## src/irq_pkg.sv

```systemverilog
package irq_pkg;

    // sizes
    localparam int NUM_SOURCES = 32;
    localparam int NUM_TRAPS = 4;
    localparam int NUM_EXT = 3;
    localparam int SRC_IDX_W = 5;
    localparam int REG_W = 16;
    localparam int PRIO_W = 3;
    localparam int PRIO_SLOTS = 4;
    localparam int LEVEL_W = 4;
    localparam int VEC_W = 7;

    // byte offsets of aligned words; FLAG0, ENABLE0 and PRIO0 each start a bank of several words
    localparam logic [7:0] OFS_CTRL_A = 8'h00;
    localparam logic [7:0] OFS_CTRL_B = 8'h04;
    localparam logic [7:0] OFS_FLAG0 = 8'h08;
    localparam logic [7:0] OFS_ENABLE0 = 8'h10;
    localparam logic [7:0] OFS_PRIO0 = 8'h18;
    localparam logic [7:0] OFS_STATUS = 8'h40;
    localparam logic [7:0] OFS_CPU_STATUS = 8'h44;
    localparam logic [7:0] OFS_CORE_CONTROL = 8'h48;

    // field positions
    localparam int NEST_DIS_BIT = 15;
    localparam int TRAP_FLAG_LSB = 1;
    localparam int ALT_VECTOR_BIT = 15;
    localparam int EXT_POL_LSB = 0;
    localparam int STATUS_VEC_LSB = 0;
    localparam int STATUS_LEVEL_LSB = 8;
    localparam int CPU_LEVEL_LSB = 5;
    localparam int CPU_TOP_BIT = 3;
    localparam int PRIO_FIELD_STEP = 4;

    // reset values
    localparam logic [PRIO_W-1:0] PRIO_RESET = 3'h4;
    localparam logic [LEVEL_W-1:0] LEVEL_RESET = 4'h0;

    // vector and level assignment
    localparam logic [VEC_W-1:0] FIRST_USER_VECTOR = 7'h08;
    localparam logic [VEC_W-1:0] TRAP_VECTOR_BASE = 7'h01;
    localparam logic [LEVEL_W-1:0] TRAP_BASE_LEVEL = 4'h8;

    typedef struct packed {
        logic request;
        logic [VEC_W-1:0] vector;
        logic [LEVEL_W-1:0] level;
    } irq_offer_type;

endpackage

```

## src/prioritised_interrupt_control.sv

```systemverilog
// Our own choices: the APB slave port and the register offsets.
`timescale 1ns/100ps
module prioritised_interrupt_control
(
    // clock, reset and freeze
    input wire logic clock,
    input wire logic rst_n,
    input wire logic ce,
    // apb slave
    input wire logic psel,
    input wire logic penable,
    input wire logic pwrite,
    input wire logic [7:0] paddr,
    input wire logic [31:0] pwdata,
    output logic [31:0] prdata,
    output logic pready,
    output logic pslverr,
    // request sources
    input wire logic [irq_pkg::NUM_EXT-1:0] ext_pin,
    input wire logic [irq_pkg::NUM_SOURCES-1:0] periph_event,
    input wire logic [irq_pkg::NUM_TRAPS-1:0] trap_event,
    // cpu side
    output irq_pkg::irq_offer_type irq_offer,
    input wire logic irq_ack,
    input wire logic level_restore_valid,
    input wire logic [irq_pkg::LEVEL_W-1:0] level_restore,
    output logic [irq_pkg::LEVEL_W-1:0] cpu_priority_level,
    output logic alt_vector_table
);

    localparam int NS = irq_pkg::NUM_SOURCES;
    localparam int NT = irq_pkg::NUM_TRAPS;
    localparam int NE = irq_pkg::NUM_EXT;
    localparam int RW = irq_pkg::REG_W;

    logic [NS-1:0] flags, next_flags;
    logic [NS-1:0] enables, next_enables;
    logic [NS-1:0][irq_pkg::PRIO_W-1:0] prio, next_prio;
    logic nesting_disable, next_nesting_disable;
    logic [NT-1:0] trap_flags, next_trap_flags;
    logic next_alt_vector_table;
    logic [NE-1:0] ext_falling, next_ext_falling;
    logic [irq_pkg::LEVEL_W-1:0] next_cpu_priority_level;
    irq_pkg::irq_offer_type next_irq_offer;
    logic [31:0] next_prdata;
    logic next_pslverr;
    logic [NE-1:0] ext_edge;
    logic [NS-1:0] set_event;
    logic [NS-1:0] eligible;
    logic nest_block;
    logic wr, setup;
    logic sel_ctrl_a, sel_ctrl_b, sel_flag, sel_enable, sel_prio, sel_status, sel_cpu, sel_core;
    logic rd_hit;
    logic [5:0] k;
    logic [RW-1:0] rd_word;
    logic best_valid, best_user;
    logic [irq_pkg::SRC_IDX_W-1:0] best_idx;
    logic [irq_pkg::LEVEL_W-1:0] best_lvl;
    logic [irq_pkg::VEC_W-1:0] best_vec;

    ////////////////////////////////////////////////////////////////////////////////
    ext_edge_detect #(.WIDTH(NE)) u_ext_edge
    (
        .clock(clock),
        .rst_n(rst_n),
        .ce(ce),
        .pin(ext_pin),
        .falling(ext_falling),
        .edge_pulse(ext_edge)
    );

    assign nest_block = nesting_disable && (cpu_priority_level != 4'h0);

    genvar g;
    generate
        for (g = 0; g < NS; g++)
        begin : gen_src
            if (g < NE)
            begin : gen_ext
                assign set_event[g] = periph_event[g] | ext_edge[g];
            end
            else
            begin : gen_int
                assign set_event[g] = periph_event[g];
            end
            assign eligible[g] = flags[g] & enables[g] & (prio[g] != 3'h0)
                & ({1'b0, prio[g]} > cpu_priority_level) & ~nest_block;
        end
    endgenerate

    ////////////////////////////////////////////////////////////////////////////////
    // apb decode; zero wait states, pready only falls while frozen
    assign pready = ce;
    assign wr = psel && penable && pwrite && ce;
    assign setup = psel && !penable && ce;

    always_comb
    begin
        sel_ctrl_a = 1'b0;
        sel_ctrl_b = 1'b0;
        sel_flag = 1'b0;
        sel_enable = 1'b0;
        sel_prio = 1'b0;
        sel_status = 1'b0;
        sel_cpu = 1'b0;
        sel_core = 1'b0;
        k = 6'h00;
        if (paddr[1:0] != 2'h0)
            k = 6'h00;
        else if (paddr == irq_pkg::OFS_CTRL_A)
            sel_ctrl_a = 1'b1;
        else if (paddr == irq_pkg::OFS_CTRL_B)
            sel_ctrl_b = 1'b1;
        else if (paddr >= irq_pkg::OFS_FLAG0 && paddr < irq_pkg::OFS_ENABLE0)
        begin
            sel_flag = 1'b1;
            k = paddr[7:2] - irq_pkg::OFS_FLAG0[7:2];
        end
        else if (paddr >= irq_pkg::OFS_ENABLE0 && paddr < irq_pkg::OFS_PRIO0)
        begin
            sel_enable = 1'b1;
            k = paddr[7:2] - irq_pkg::OFS_ENABLE0[7:2];
        end
        else if (paddr >= irq_pkg::OFS_PRIO0 && paddr < irq_pkg::OFS_STATUS)
        begin
            sel_prio = 1'b1;
            k = paddr[7:2] - irq_pkg::OFS_PRIO0[7:2];
        end
        else if (paddr == irq_pkg::OFS_STATUS)
            sel_status = 1'b1;
        else if (paddr == irq_pkg::OFS_CPU_STATUS)
            sel_cpu = 1'b1;
        else if (paddr == irq_pkg::OFS_CORE_CONTROL)
            sel_core = 1'b1;
        rd_hit = sel_ctrl_a | sel_ctrl_b | sel_flag | sel_enable | sel_prio
            | sel_status | sel_cpu | sel_core;
    end

    always_comb
    begin
        rd_word = '0;
        if (sel_ctrl_a)
        begin
            rd_word[irq_pkg::NEST_DIS_BIT] = nesting_disable;
            rd_word[irq_pkg::TRAP_FLAG_LSB +: NT] = trap_flags;
        end
        else if (sel_ctrl_b)
        begin
            rd_word[irq_pkg::ALT_VECTOR_BIT] = alt_vector_table;
            rd_word[irq_pkg::EXT_POL_LSB +: NE] = ext_falling;
        end
        else if (sel_flag)
            rd_word = flags[int'(k) * RW +: RW];
        else if (sel_enable)
            rd_word = enables[int'(k) * RW +: RW];
        else if (sel_prio)
        begin
            // slots past the last source read as zero
            for (int j = 0; j < irq_pkg::PRIO_SLOTS; j++)
            begin
                if (int'(k) * irq_pkg::PRIO_SLOTS + j < NS)
                    rd_word[j * irq_pkg::PRIO_FIELD_STEP +: irq_pkg::PRIO_W] =
                        prio[int'(k) * irq_pkg::PRIO_SLOTS + j];
            end
        end
        else if (sel_status)
        begin
            rd_word[irq_pkg::STATUS_VEC_LSB +: irq_pkg::VEC_W] = irq_offer.vector;
            rd_word[irq_pkg::STATUS_LEVEL_LSB +: irq_pkg::LEVEL_W] = irq_offer.level;
        end
        else if (sel_cpu)
            rd_word[irq_pkg::CPU_LEVEL_LSB +: 3] = cpu_priority_level[2:0];
        else if (sel_core)
            rd_word[irq_pkg::CPU_TOP_BIT] = cpu_priority_level[3];
    end

    ////////////////////////////////////////////////////////////////////////////////
    // arbitration: descending scan with >= lets the lower vector win a tie
    always_comb
    begin
        best_valid = 1'b0;
        best_user = 1'b0;
        best_idx = '0;
        best_lvl = '0;
        best_vec = '0;
        for (int i = NS - 1; i >= 0; i--)
        begin
            if (eligible[i] && {1'b0, prio[i]} >= best_lvl)
            begin
                best_valid = 1'b1;
                best_user = 1'b1;
                best_idx = irq_pkg::SRC_IDX_W'(i);
                best_lvl = {1'b0, prio[i]};
                best_vec = irq_pkg::FIRST_USER_VECTOR + 7'(i);
            end
        end
        // traps sit above every user level and ignore nesting disable
        for (int t = 0; t < NT; t++)
        begin
            if (trap_flags[t] && (irq_pkg::TRAP_BASE_LEVEL + 4'(t)) > cpu_priority_level)
            begin
                best_valid = 1'b1;
                best_user = 1'b0;
                best_lvl = irq_pkg::TRAP_BASE_LEVEL + 4'(t);
                best_vec = irq_pkg::TRAP_VECTOR_BASE + 7'(t);
            end
        end
    end

    ////////////////////////////////////////////////////////////////////////////////
    always_comb
    begin
        next_flags = flags;
        next_enables = enables;
        next_prio = prio;
        next_nesting_disable = nesting_disable;
        next_trap_flags = trap_flags;
        next_alt_vector_table = alt_vector_table;
        next_ext_falling = ext_falling;
        next_cpu_priority_level = cpu_priority_level;
        next_irq_offer = irq_offer;
        next_prdata = prdata;
        next_pslverr = pslverr;
        if (wr && sel_ctrl_a)
        begin
            next_nesting_disable = pwdata[irq_pkg::NEST_DIS_BIT];
            next_trap_flags = pwdata[irq_pkg::TRAP_FLAG_LSB +: NT];
        end
        if (wr && sel_ctrl_b)
        begin
            next_alt_vector_table = pwdata[irq_pkg::ALT_VECTOR_BIT];
            next_ext_falling = pwdata[irq_pkg::EXT_POL_LSB +: NE];
        end
        if (wr && sel_flag)
            next_flags[int'(k) * RW +: RW] = pwdata[RW-1:0];
        if (wr && sel_enable)
            next_enables[int'(k) * RW +: RW] = pwdata[RW-1:0];
        if (wr && sel_prio)
        begin
            for (int j = 0; j < irq_pkg::PRIO_SLOTS; j++)
            begin
                if (int'(k) * irq_pkg::PRIO_SLOTS + j < NS)
                    next_prio[int'(k) * irq_pkg::PRIO_SLOTS + j] =
                        pwdata[j * irq_pkg::PRIO_FIELD_STEP +: irq_pkg::PRIO_W];
            end
        end
        // an event in the cycle of a software clear still sets the flag
        if (ce)
        begin
            next_flags = next_flags | set_event;
            next_trap_flags = next_trap_flags | trap_event;
        end
        // ack beats restore beats a software write; the top bit is never software-written
        if (ce && irq_ack)
            next_cpu_priority_level = irq_offer.level;
        else if (ce && level_restore_valid)
            next_cpu_priority_level = level_restore;
        else if (wr && sel_cpu)
            next_cpu_priority_level[2:0] = pwdata[irq_pkg::CPU_LEVEL_LSB +: 3];
        if (ce)
        begin
            next_irq_offer.request = best_valid;
            if (best_valid)
            begin
                next_irq_offer.vector = best_vec;
                next_irq_offer.level = best_lvl;
            end
        end
        if (setup)
        begin
            next_prdata = {16'h0000, rd_word};
            next_pslverr = !rd_hit;
        end
    end

    always_ff @(posedge clock or negedge rst_n)
    begin
        if (!rst_n)
        begin
            flags <= '0;
            enables <= '0;
            prio <= {NS{irq_pkg::PRIO_RESET}};
            nesting_disable <= 1'b0;
            trap_flags <= '0;
            alt_vector_table <= 1'b0;
            ext_falling <= '0;
            cpu_priority_level <= irq_pkg::LEVEL_RESET;
            irq_offer <= '0;
            prdata <= 32'h00000000;
            pslverr <= 1'b0;
        end
        else
        begin
            flags <= next_flags;
            enables <= next_enables;
            prio <= next_prio;
            nesting_disable <= next_nesting_disable;
            trap_flags <= next_trap_flags;
            alt_vector_table <= next_alt_vector_table;
            ext_falling <= next_ext_falling;
            cpu_priority_level <= next_cpu_priority_level;
            irq_offer <= next_irq_offer;
            prdata <= next_prdata;
            pslverr <= next_pslverr;
        end
    end

    ////////////////////////////////////////////////////////////////////////////////
    AST_UNMAPPED_ERR: assert property (@(posedge clock) disable iff (!rst_n)
        setup && !rd_hit |=> pslverr && prdata == 32'h00000000)
        else $error("unmapped access without error");
    AST_NEST_BIT_WRITE: assert property (@(posedge clock) disable iff (!rst_n)
        wr && sel_ctrl_a |=> nesting_disable == $past(pwdata[irq_pkg::NEST_DIS_BIT]))
        else $error("nesting disable not written");
    AST_ALT_TABLE_WRITE: assert property (@(posedge clock) disable iff (!rst_n)
        wr && sel_ctrl_b |=> alt_vector_table == $past(pwdata[irq_pkg::ALT_VECTOR_BIT]))
        else $error("alternate table select not written");
    AST_FLAG_STICKY: assert property (@(posedge clock) disable iff (!rst_n)
        ce && (set_event[1] || (flags[1] && !(wr && sel_flag))) |=> flags[1])
        else $error("request flag lost");
    AST_ENABLE_GATE: assert property (@(posedge clock) disable iff (!rst_n)
        best_valid && best_user |-> enables[best_idx] && flags[best_idx])
        else $error("disabled source requested");
    AST_PRIO_NONZERO: assert property (@(posedge clock) disable iff (!rst_n)
        best_valid && best_user |-> prio[best_idx] != 3'h0 && best_lvl < 4'h8)
        else $error("zero priority source requested");
    AST_STATUS_LATCH: assert property (@(posedge clock) disable iff (!rst_n)
        ce && best_valid |=> irq_offer.request && irq_offer.vector == $past(best_vec)
        && irq_offer.level == $past(best_lvl))
        else $error("status did not latch pending vector");
    AST_LEVEL_IS_PRIO: assert property (@(posedge clock) disable iff (!rst_n)
        best_valid && best_user |-> best_lvl == {1'b0, prio[best_idx]})
        else $error("new level differs from source priority");
    AST_VECTOR_ORDER: assert property (@(posedge clock) disable iff (!rst_n)
        best_valid && best_user |-> best_vec == irq_pkg::FIRST_USER_VECTOR + 7'(best_idx))
        else $error("vector out of table order");
    AST_TOP_BIT_RO: assert property (@(posedge clock) disable iff (!rst_n)
        wr && (sel_core || sel_cpu) && !irq_ack && !level_restore_valid
        |=> $stable(cpu_priority_level[3]))
        else $error("software changed level top bit");
    AST_ABOVE_LEVEL: assert property (@(posedge clock) disable iff (!rst_n)
        best_valid |-> best_lvl > cpu_priority_level)
        else $error("request not above cpu level");
    AST_NEST_BLOCK: assert property (@(posedge clock) disable iff (!rst_n)
        ce && nesting_disable && cpu_priority_level != 4'h0 && trap_flags == '0
        |=> !irq_offer.request)
        else $error("nested request while nesting disabled");

endmodule

```

## src/ext_edge_detect.sv

```systemverilog
`timescale 1ns/100ps
module ext_edge_detect
#(
    parameter int WIDTH = 3
)
(
    // clock and reset
    input wire logic clock,
    input wire logic rst_n,
    input wire logic ce,
    // pins and selection
    input wire logic [WIDTH-1:0] pin,
    input wire logic [WIDTH-1:0] falling,
    // detected edges
    output logic [WIDTH-1:0] edge_pulse
);

    logic [WIDTH-1:0] meta, next_meta;
    logic [WIDTH-1:0] stable, next_stable;
    logic [WIDTH-1:0] prev, next_prev;
    logic [2:0] fill, next_fill;

    always_comb
    begin
        next_meta = ce ? pin : meta;
        next_stable = ce ? meta : stable;
        next_prev = ce ? stable : prev;
        next_fill = ce ? {fill[1:0], 1'b1} : fill;
    end

    always_ff @(posedge clock or negedge rst_n)
    begin
        if (!rst_n)
        begin
            meta <= '0;
            stable <= '0;
            prev <= '0;
            fill <= 3'h0;
        end
        else
        begin
            meta <= next_meta;
            stable <= next_stable;
            prev <= next_prev;
            fill <= next_fill;
        end
    end

    // only the second and third stages are compared; the first may be metastable
    // no edge until both compared stages hold real samples, so a pin idling high
    // does not look like a rising edge right after reset
    assign edge_pulse = (ce && fill[2])
        ? ((falling & prev & ~stable) | (~falling & ~prev & stable)) : '0;

endmodule

```

## config.mk

```make
export PLATFORM = sky130hd
export DESIGN_NAME = prioritised_interrupt_control
export DESIGN_NICKNAME = d
export VERILOG_FILES = /design/src/irq_pkg.sv /design/src/prioritised_interrupt_control.sv /design/src/ext_edge_detect.sv
export SDC_FILE = /design/constraint.sdc
export NUM_CORES = 1
export LEC_CHECK = 0
export BUFFER_PORTS_ARGS = -buffer_cell sky130_fd_sc_hd__buf_2
export CELL_PAD_IN_SITES_DETAIL_PLACEMENT = 1
export CELL_PAD_IN_SITES_GLOBAL_PLACEMENT = 2
export CORE_ASPECT_RATIO = 1.75
export CORE_UTILIZATION = 39
export DETAILED_ROUTE_END_ITERATION = 16
export PLACE_DENSITY_LB_ADDON = 0.1
export SLEW_MARGIN = 40
export SYNTH_ARGS = -nofsm -noshare
export SYNTH_HDL_FRONTEND = slang
export SYNTH_SLANG_ARGS = --single-unit
```

## constraint.sdc

```tcl
create_clock -name clock -period 108.2 [get_ports clock]
set_clock_uncertainty 0.2 [all_clocks]
set_input_delay 27.05 -clock clock [delete_from_list [all_inputs] [get_ports clock]]
set_output_delay 27.05 -clock clock [all_outputs]
set_load 0.05 [all_outputs]
```

==> reports/qor.csv <==
metric,value,unit
post_drt_wl_per_cell,29.3,um
finalCoreUtilization,0.444,
dp_hpwl,58.6,mm
finalWeightedCongestion,0.930,
dp_worst_setup_slack,53170,ps
setup_tns,0,ps
r2r_setup_slack,55760,ps
crit_family,buffers and inverters,
timing.critical_path.fanout_max,20,
slowest_delay,360,ps
first_pass_iters,4,
fmaxAchievable,18.2,MHz
final.setup.worst_slack,53180,ps
h_tree_depth,1,
io_pins,142,
register_area,0.00537,mm2
synth-main-ff-cell,sky130_fd_sc_hd__dfrtp_1,
place.port_buffers,108,
r2r_end,irq_offer[0],
dr.first_iter.drc_count,884,
timing.critical_path.slowest_stage_cell,sky130_fd_sc_hd__buf_2,
wire_length_of_the_first_global_routing_pass,113,mm
place_inst,2559,
arrival_time_worst_endpoint,27770,ps
grt_antenna_before_repair,1,
setup_bufs_post_cts,0,
postCtsResizedCells,0,
synth_cell_type_count,102,
initial_core_util,0.395,
fin_crit_sh,0.508,
synth_async_sr_flop_share,1.00,
grt_util_all_layers,0.339,
cp-startpoint,ce,
syn_area,0.0174,mm2
drc_errors,0,
holdPathEnd,u_ext_edge.fill[0],
std_cell_rows,102,
synth_warnings,0,
synth_enable_flop_cells,0,
layout.filler_cells,5218,
timing.final.setup_violations,0,
synth.yosys.seq_area_share,0.308,
grt_remaining_overflow,0,
worst_reg2reg_path_depth,218,
hold_path_startpoint,u_ext_edge.fill[0],
crit_path_cell_trace,"buf_2, buf_2",
timing_max_transition_violations_final,0,
setup.worst_path.class,in2out,
gr-max-usage-layer,met2,
timing.final.hold_violations,0,
max_slew_margin,0.431,
clk_pin_slew,60,ps
synth_area_per_cell,9.11,um2
grt_util_met3,0.0393,
tritoncts_clock_tree,done,
start_kind,input pin,
worstHoldPathType,reg2reg,
hold-path-cell-count,1,
clock_path_buffers,3,
numCtsBuffers,24,
setup_repair_after_global_routing_missed_its_margin,no,
post-route-min-period,55020,ps
timing.critical_path.buf_inv,2,
critical-path-top-cell-by-count,sky130_fd_sc_hd__buf_2,
fp.dieH,282,um
finalNetCount,2286,
fraction_of_layout_instances_using_a_drive_strength_above_1,0.201,
ant_nets,0,
post_synth_inst_count,1915,
outcome,completed,
via_per_inst,6.26,
worst_ir_drop_vdd,0.0000116,V
drt-total-wl,76.3,mm
dieWidth,162,um
areaGrowthSynthToFinish,12.4,%
p_leak,9.53,nW
cts.hold.buffers_added,0,
first_global_vias,17218,
critical_path_required,80950,ps
floorplan.die_area,0.0456,mm2
timing.critical_path.to_type,output pin,
cts_sinks,213,
cts-root-buf,sky130_fd_sc_hd__clkbuf_16,
multi_input_area,0.0114,mm2
dr_total_vias,16303,
ys_ff_latch,213,
worst_pin_slew,846,ps
insertion_delay,550,ps
regToRegStartpoint,cpu_priority_level[2],
gr-usage-met2,0.619,
grt_use_met1,0.367,
grt_max_degree,91,
worst_hold_slack,265,ps
core_area,0.0442,mm2
power-per-cell-area,11.2,mW/mm2
post_layout_nonfiller_instances,2606,
drv.max_cap_violation_count,0,
-- cell families after synthesis --
| family | Yosys count | synth area share |
|---|---|---|
| adder cells (fa/ha/maj) | 183 | 0.131 |
| AO/OA/AOI/OAI | 507 | 0.199 |
| other | 1 | 0.000215 |
| AND/OR/NAND/NOR | 594 | 0.165 |
| XOR/XNOR | 4 | 0.00201 |
| buffers and inverters | 195 | 0.0465 |
| flip-flops | 213 | 0.308 |
| multiplexers | 218 | 0.148 |
-- cell usage after synthesis, drive strengths merged, types with 20 or more instances --
library cell	n	area, um2
nand2	254	961
dfrtp	181	4530
ha	181	2260
o21ai	140	708
mux2	116	1310
inv	109	409
a21oi	104	528
nor2	84	315
mux2i	82	821
clkbuf	55	206
nand3	54	275
nor3	35	175
nand2b	33	206
dfstp	32	841
nor2b	32	200
buf	31	196
a21o	27	203
o21a	23	173
o211ai	22	165
a31oi	20	125
mux4	20	450
-- power by group --
| group | switching, mW | internal, mW | total, mW |
|---|---|---|---|
| clock | 0.0371 | 0.0575 | 0.0946 |
| sequential | 0.00315 | 0.0816 | 0.0848 |
| combinational | 0.0276 | 0.0124 | 0.0400 |
| total | 0.0678 | 0.152 | 0.219 |
-- per-stage QoR --
step	cell area (um2)	total power, mW
floorplan	17500	0.109
global placement	18700	0.124
detailed placement	18700	0.126
CTS	19600	0.222
global route	19600	0.227
finish	19600	0.219
-- how the worst max path moves through the flow --
stage                               to  slack, ps  depth (start not counted)
after floorplan                 pready      53730                          1
after global placement          pready      53180                          2
after detailed placement        pready      53170                          2
after CTS                       pready      53160                          2
after global routing      irq_offer[0]      52300                        220
final                           pready      53180                          2
-- layout make-up --
class	instances	area share
Sequential cell	213	0.274
Multi-Input combinational cell	1523	0.581
Tap cell	572	0.0365
Inverter	109	0.0209
Antenna cell	2	0.000255
Clock inverter	10	0.00912
Clock buffer	34	0.0362
Timing Repair Buffer	143	0.0420
-- flip-flops by register name, indices dropped and copies added (netlist names) --
| register | flops |
|---|---|
| irq_offer | 11 |
| trap_flags | 4 |
| u_ext_edge.stable | 3 |
| enables | 32 |
| pslverr | 1 |
| cpu_priority_level | 4 |
| ext_falling | 3 |
| prdata | 16 |
| nesting_disable | 1 |
| prio | 96 |
| u_ext_edge.prev | 3 |
| u_ext_edge.fill | 3 |
| u_ext_edge.meta | 3 |
| alt_vector_table | 1 |
| flags | 32 |
-- metal layers --
metal | routed length, um | share of wire | vias to the layer above
li1 | - | - | 7262
met1 | 28200 | 0.37 | 8359
met2 | 39300 | 0.51 | 461
met3 | 3310 | 0.043 | 219
met4 | 5510 | 0.072 | 2
met5 | 11 | 0.00014 | -
-- layout by cell type, fill, tap and decap left out, types with 31 or more instances in the layout --
cell                       count
sky130_fd_sc_hd__nand3_1      53
sky130_fd_sc_hd__dfstp_2      32
sky130_fd_sc_hd__dfrtp_1     180
sky130_fd_sc_hd__mux2i_1      82
sky130_fd_sc_hd__o21ai_0     132
sky130_fd_sc_hd__nand2_1     249
sky130_fd_sc_hd__nor2b_1      32
sky130_fd_sc_hd__nor2_1       83
sky130_fd_sc_hd__ha_1        181
sky130_fd_sc_hd__buf_4        33
sky130_fd_sc_hd__a21oi_1     101
sky130_fd_sc_hd__mux2_2      115
sky130_fd_sc_hd__buf_2       107
sky130_fd_sc_hd__inv_1       108
sky130_fd_sc_hd__nor3_1       31
sky130_fd_sc_hd__nand2b_1     33
(Power assumes the default switching activity.)
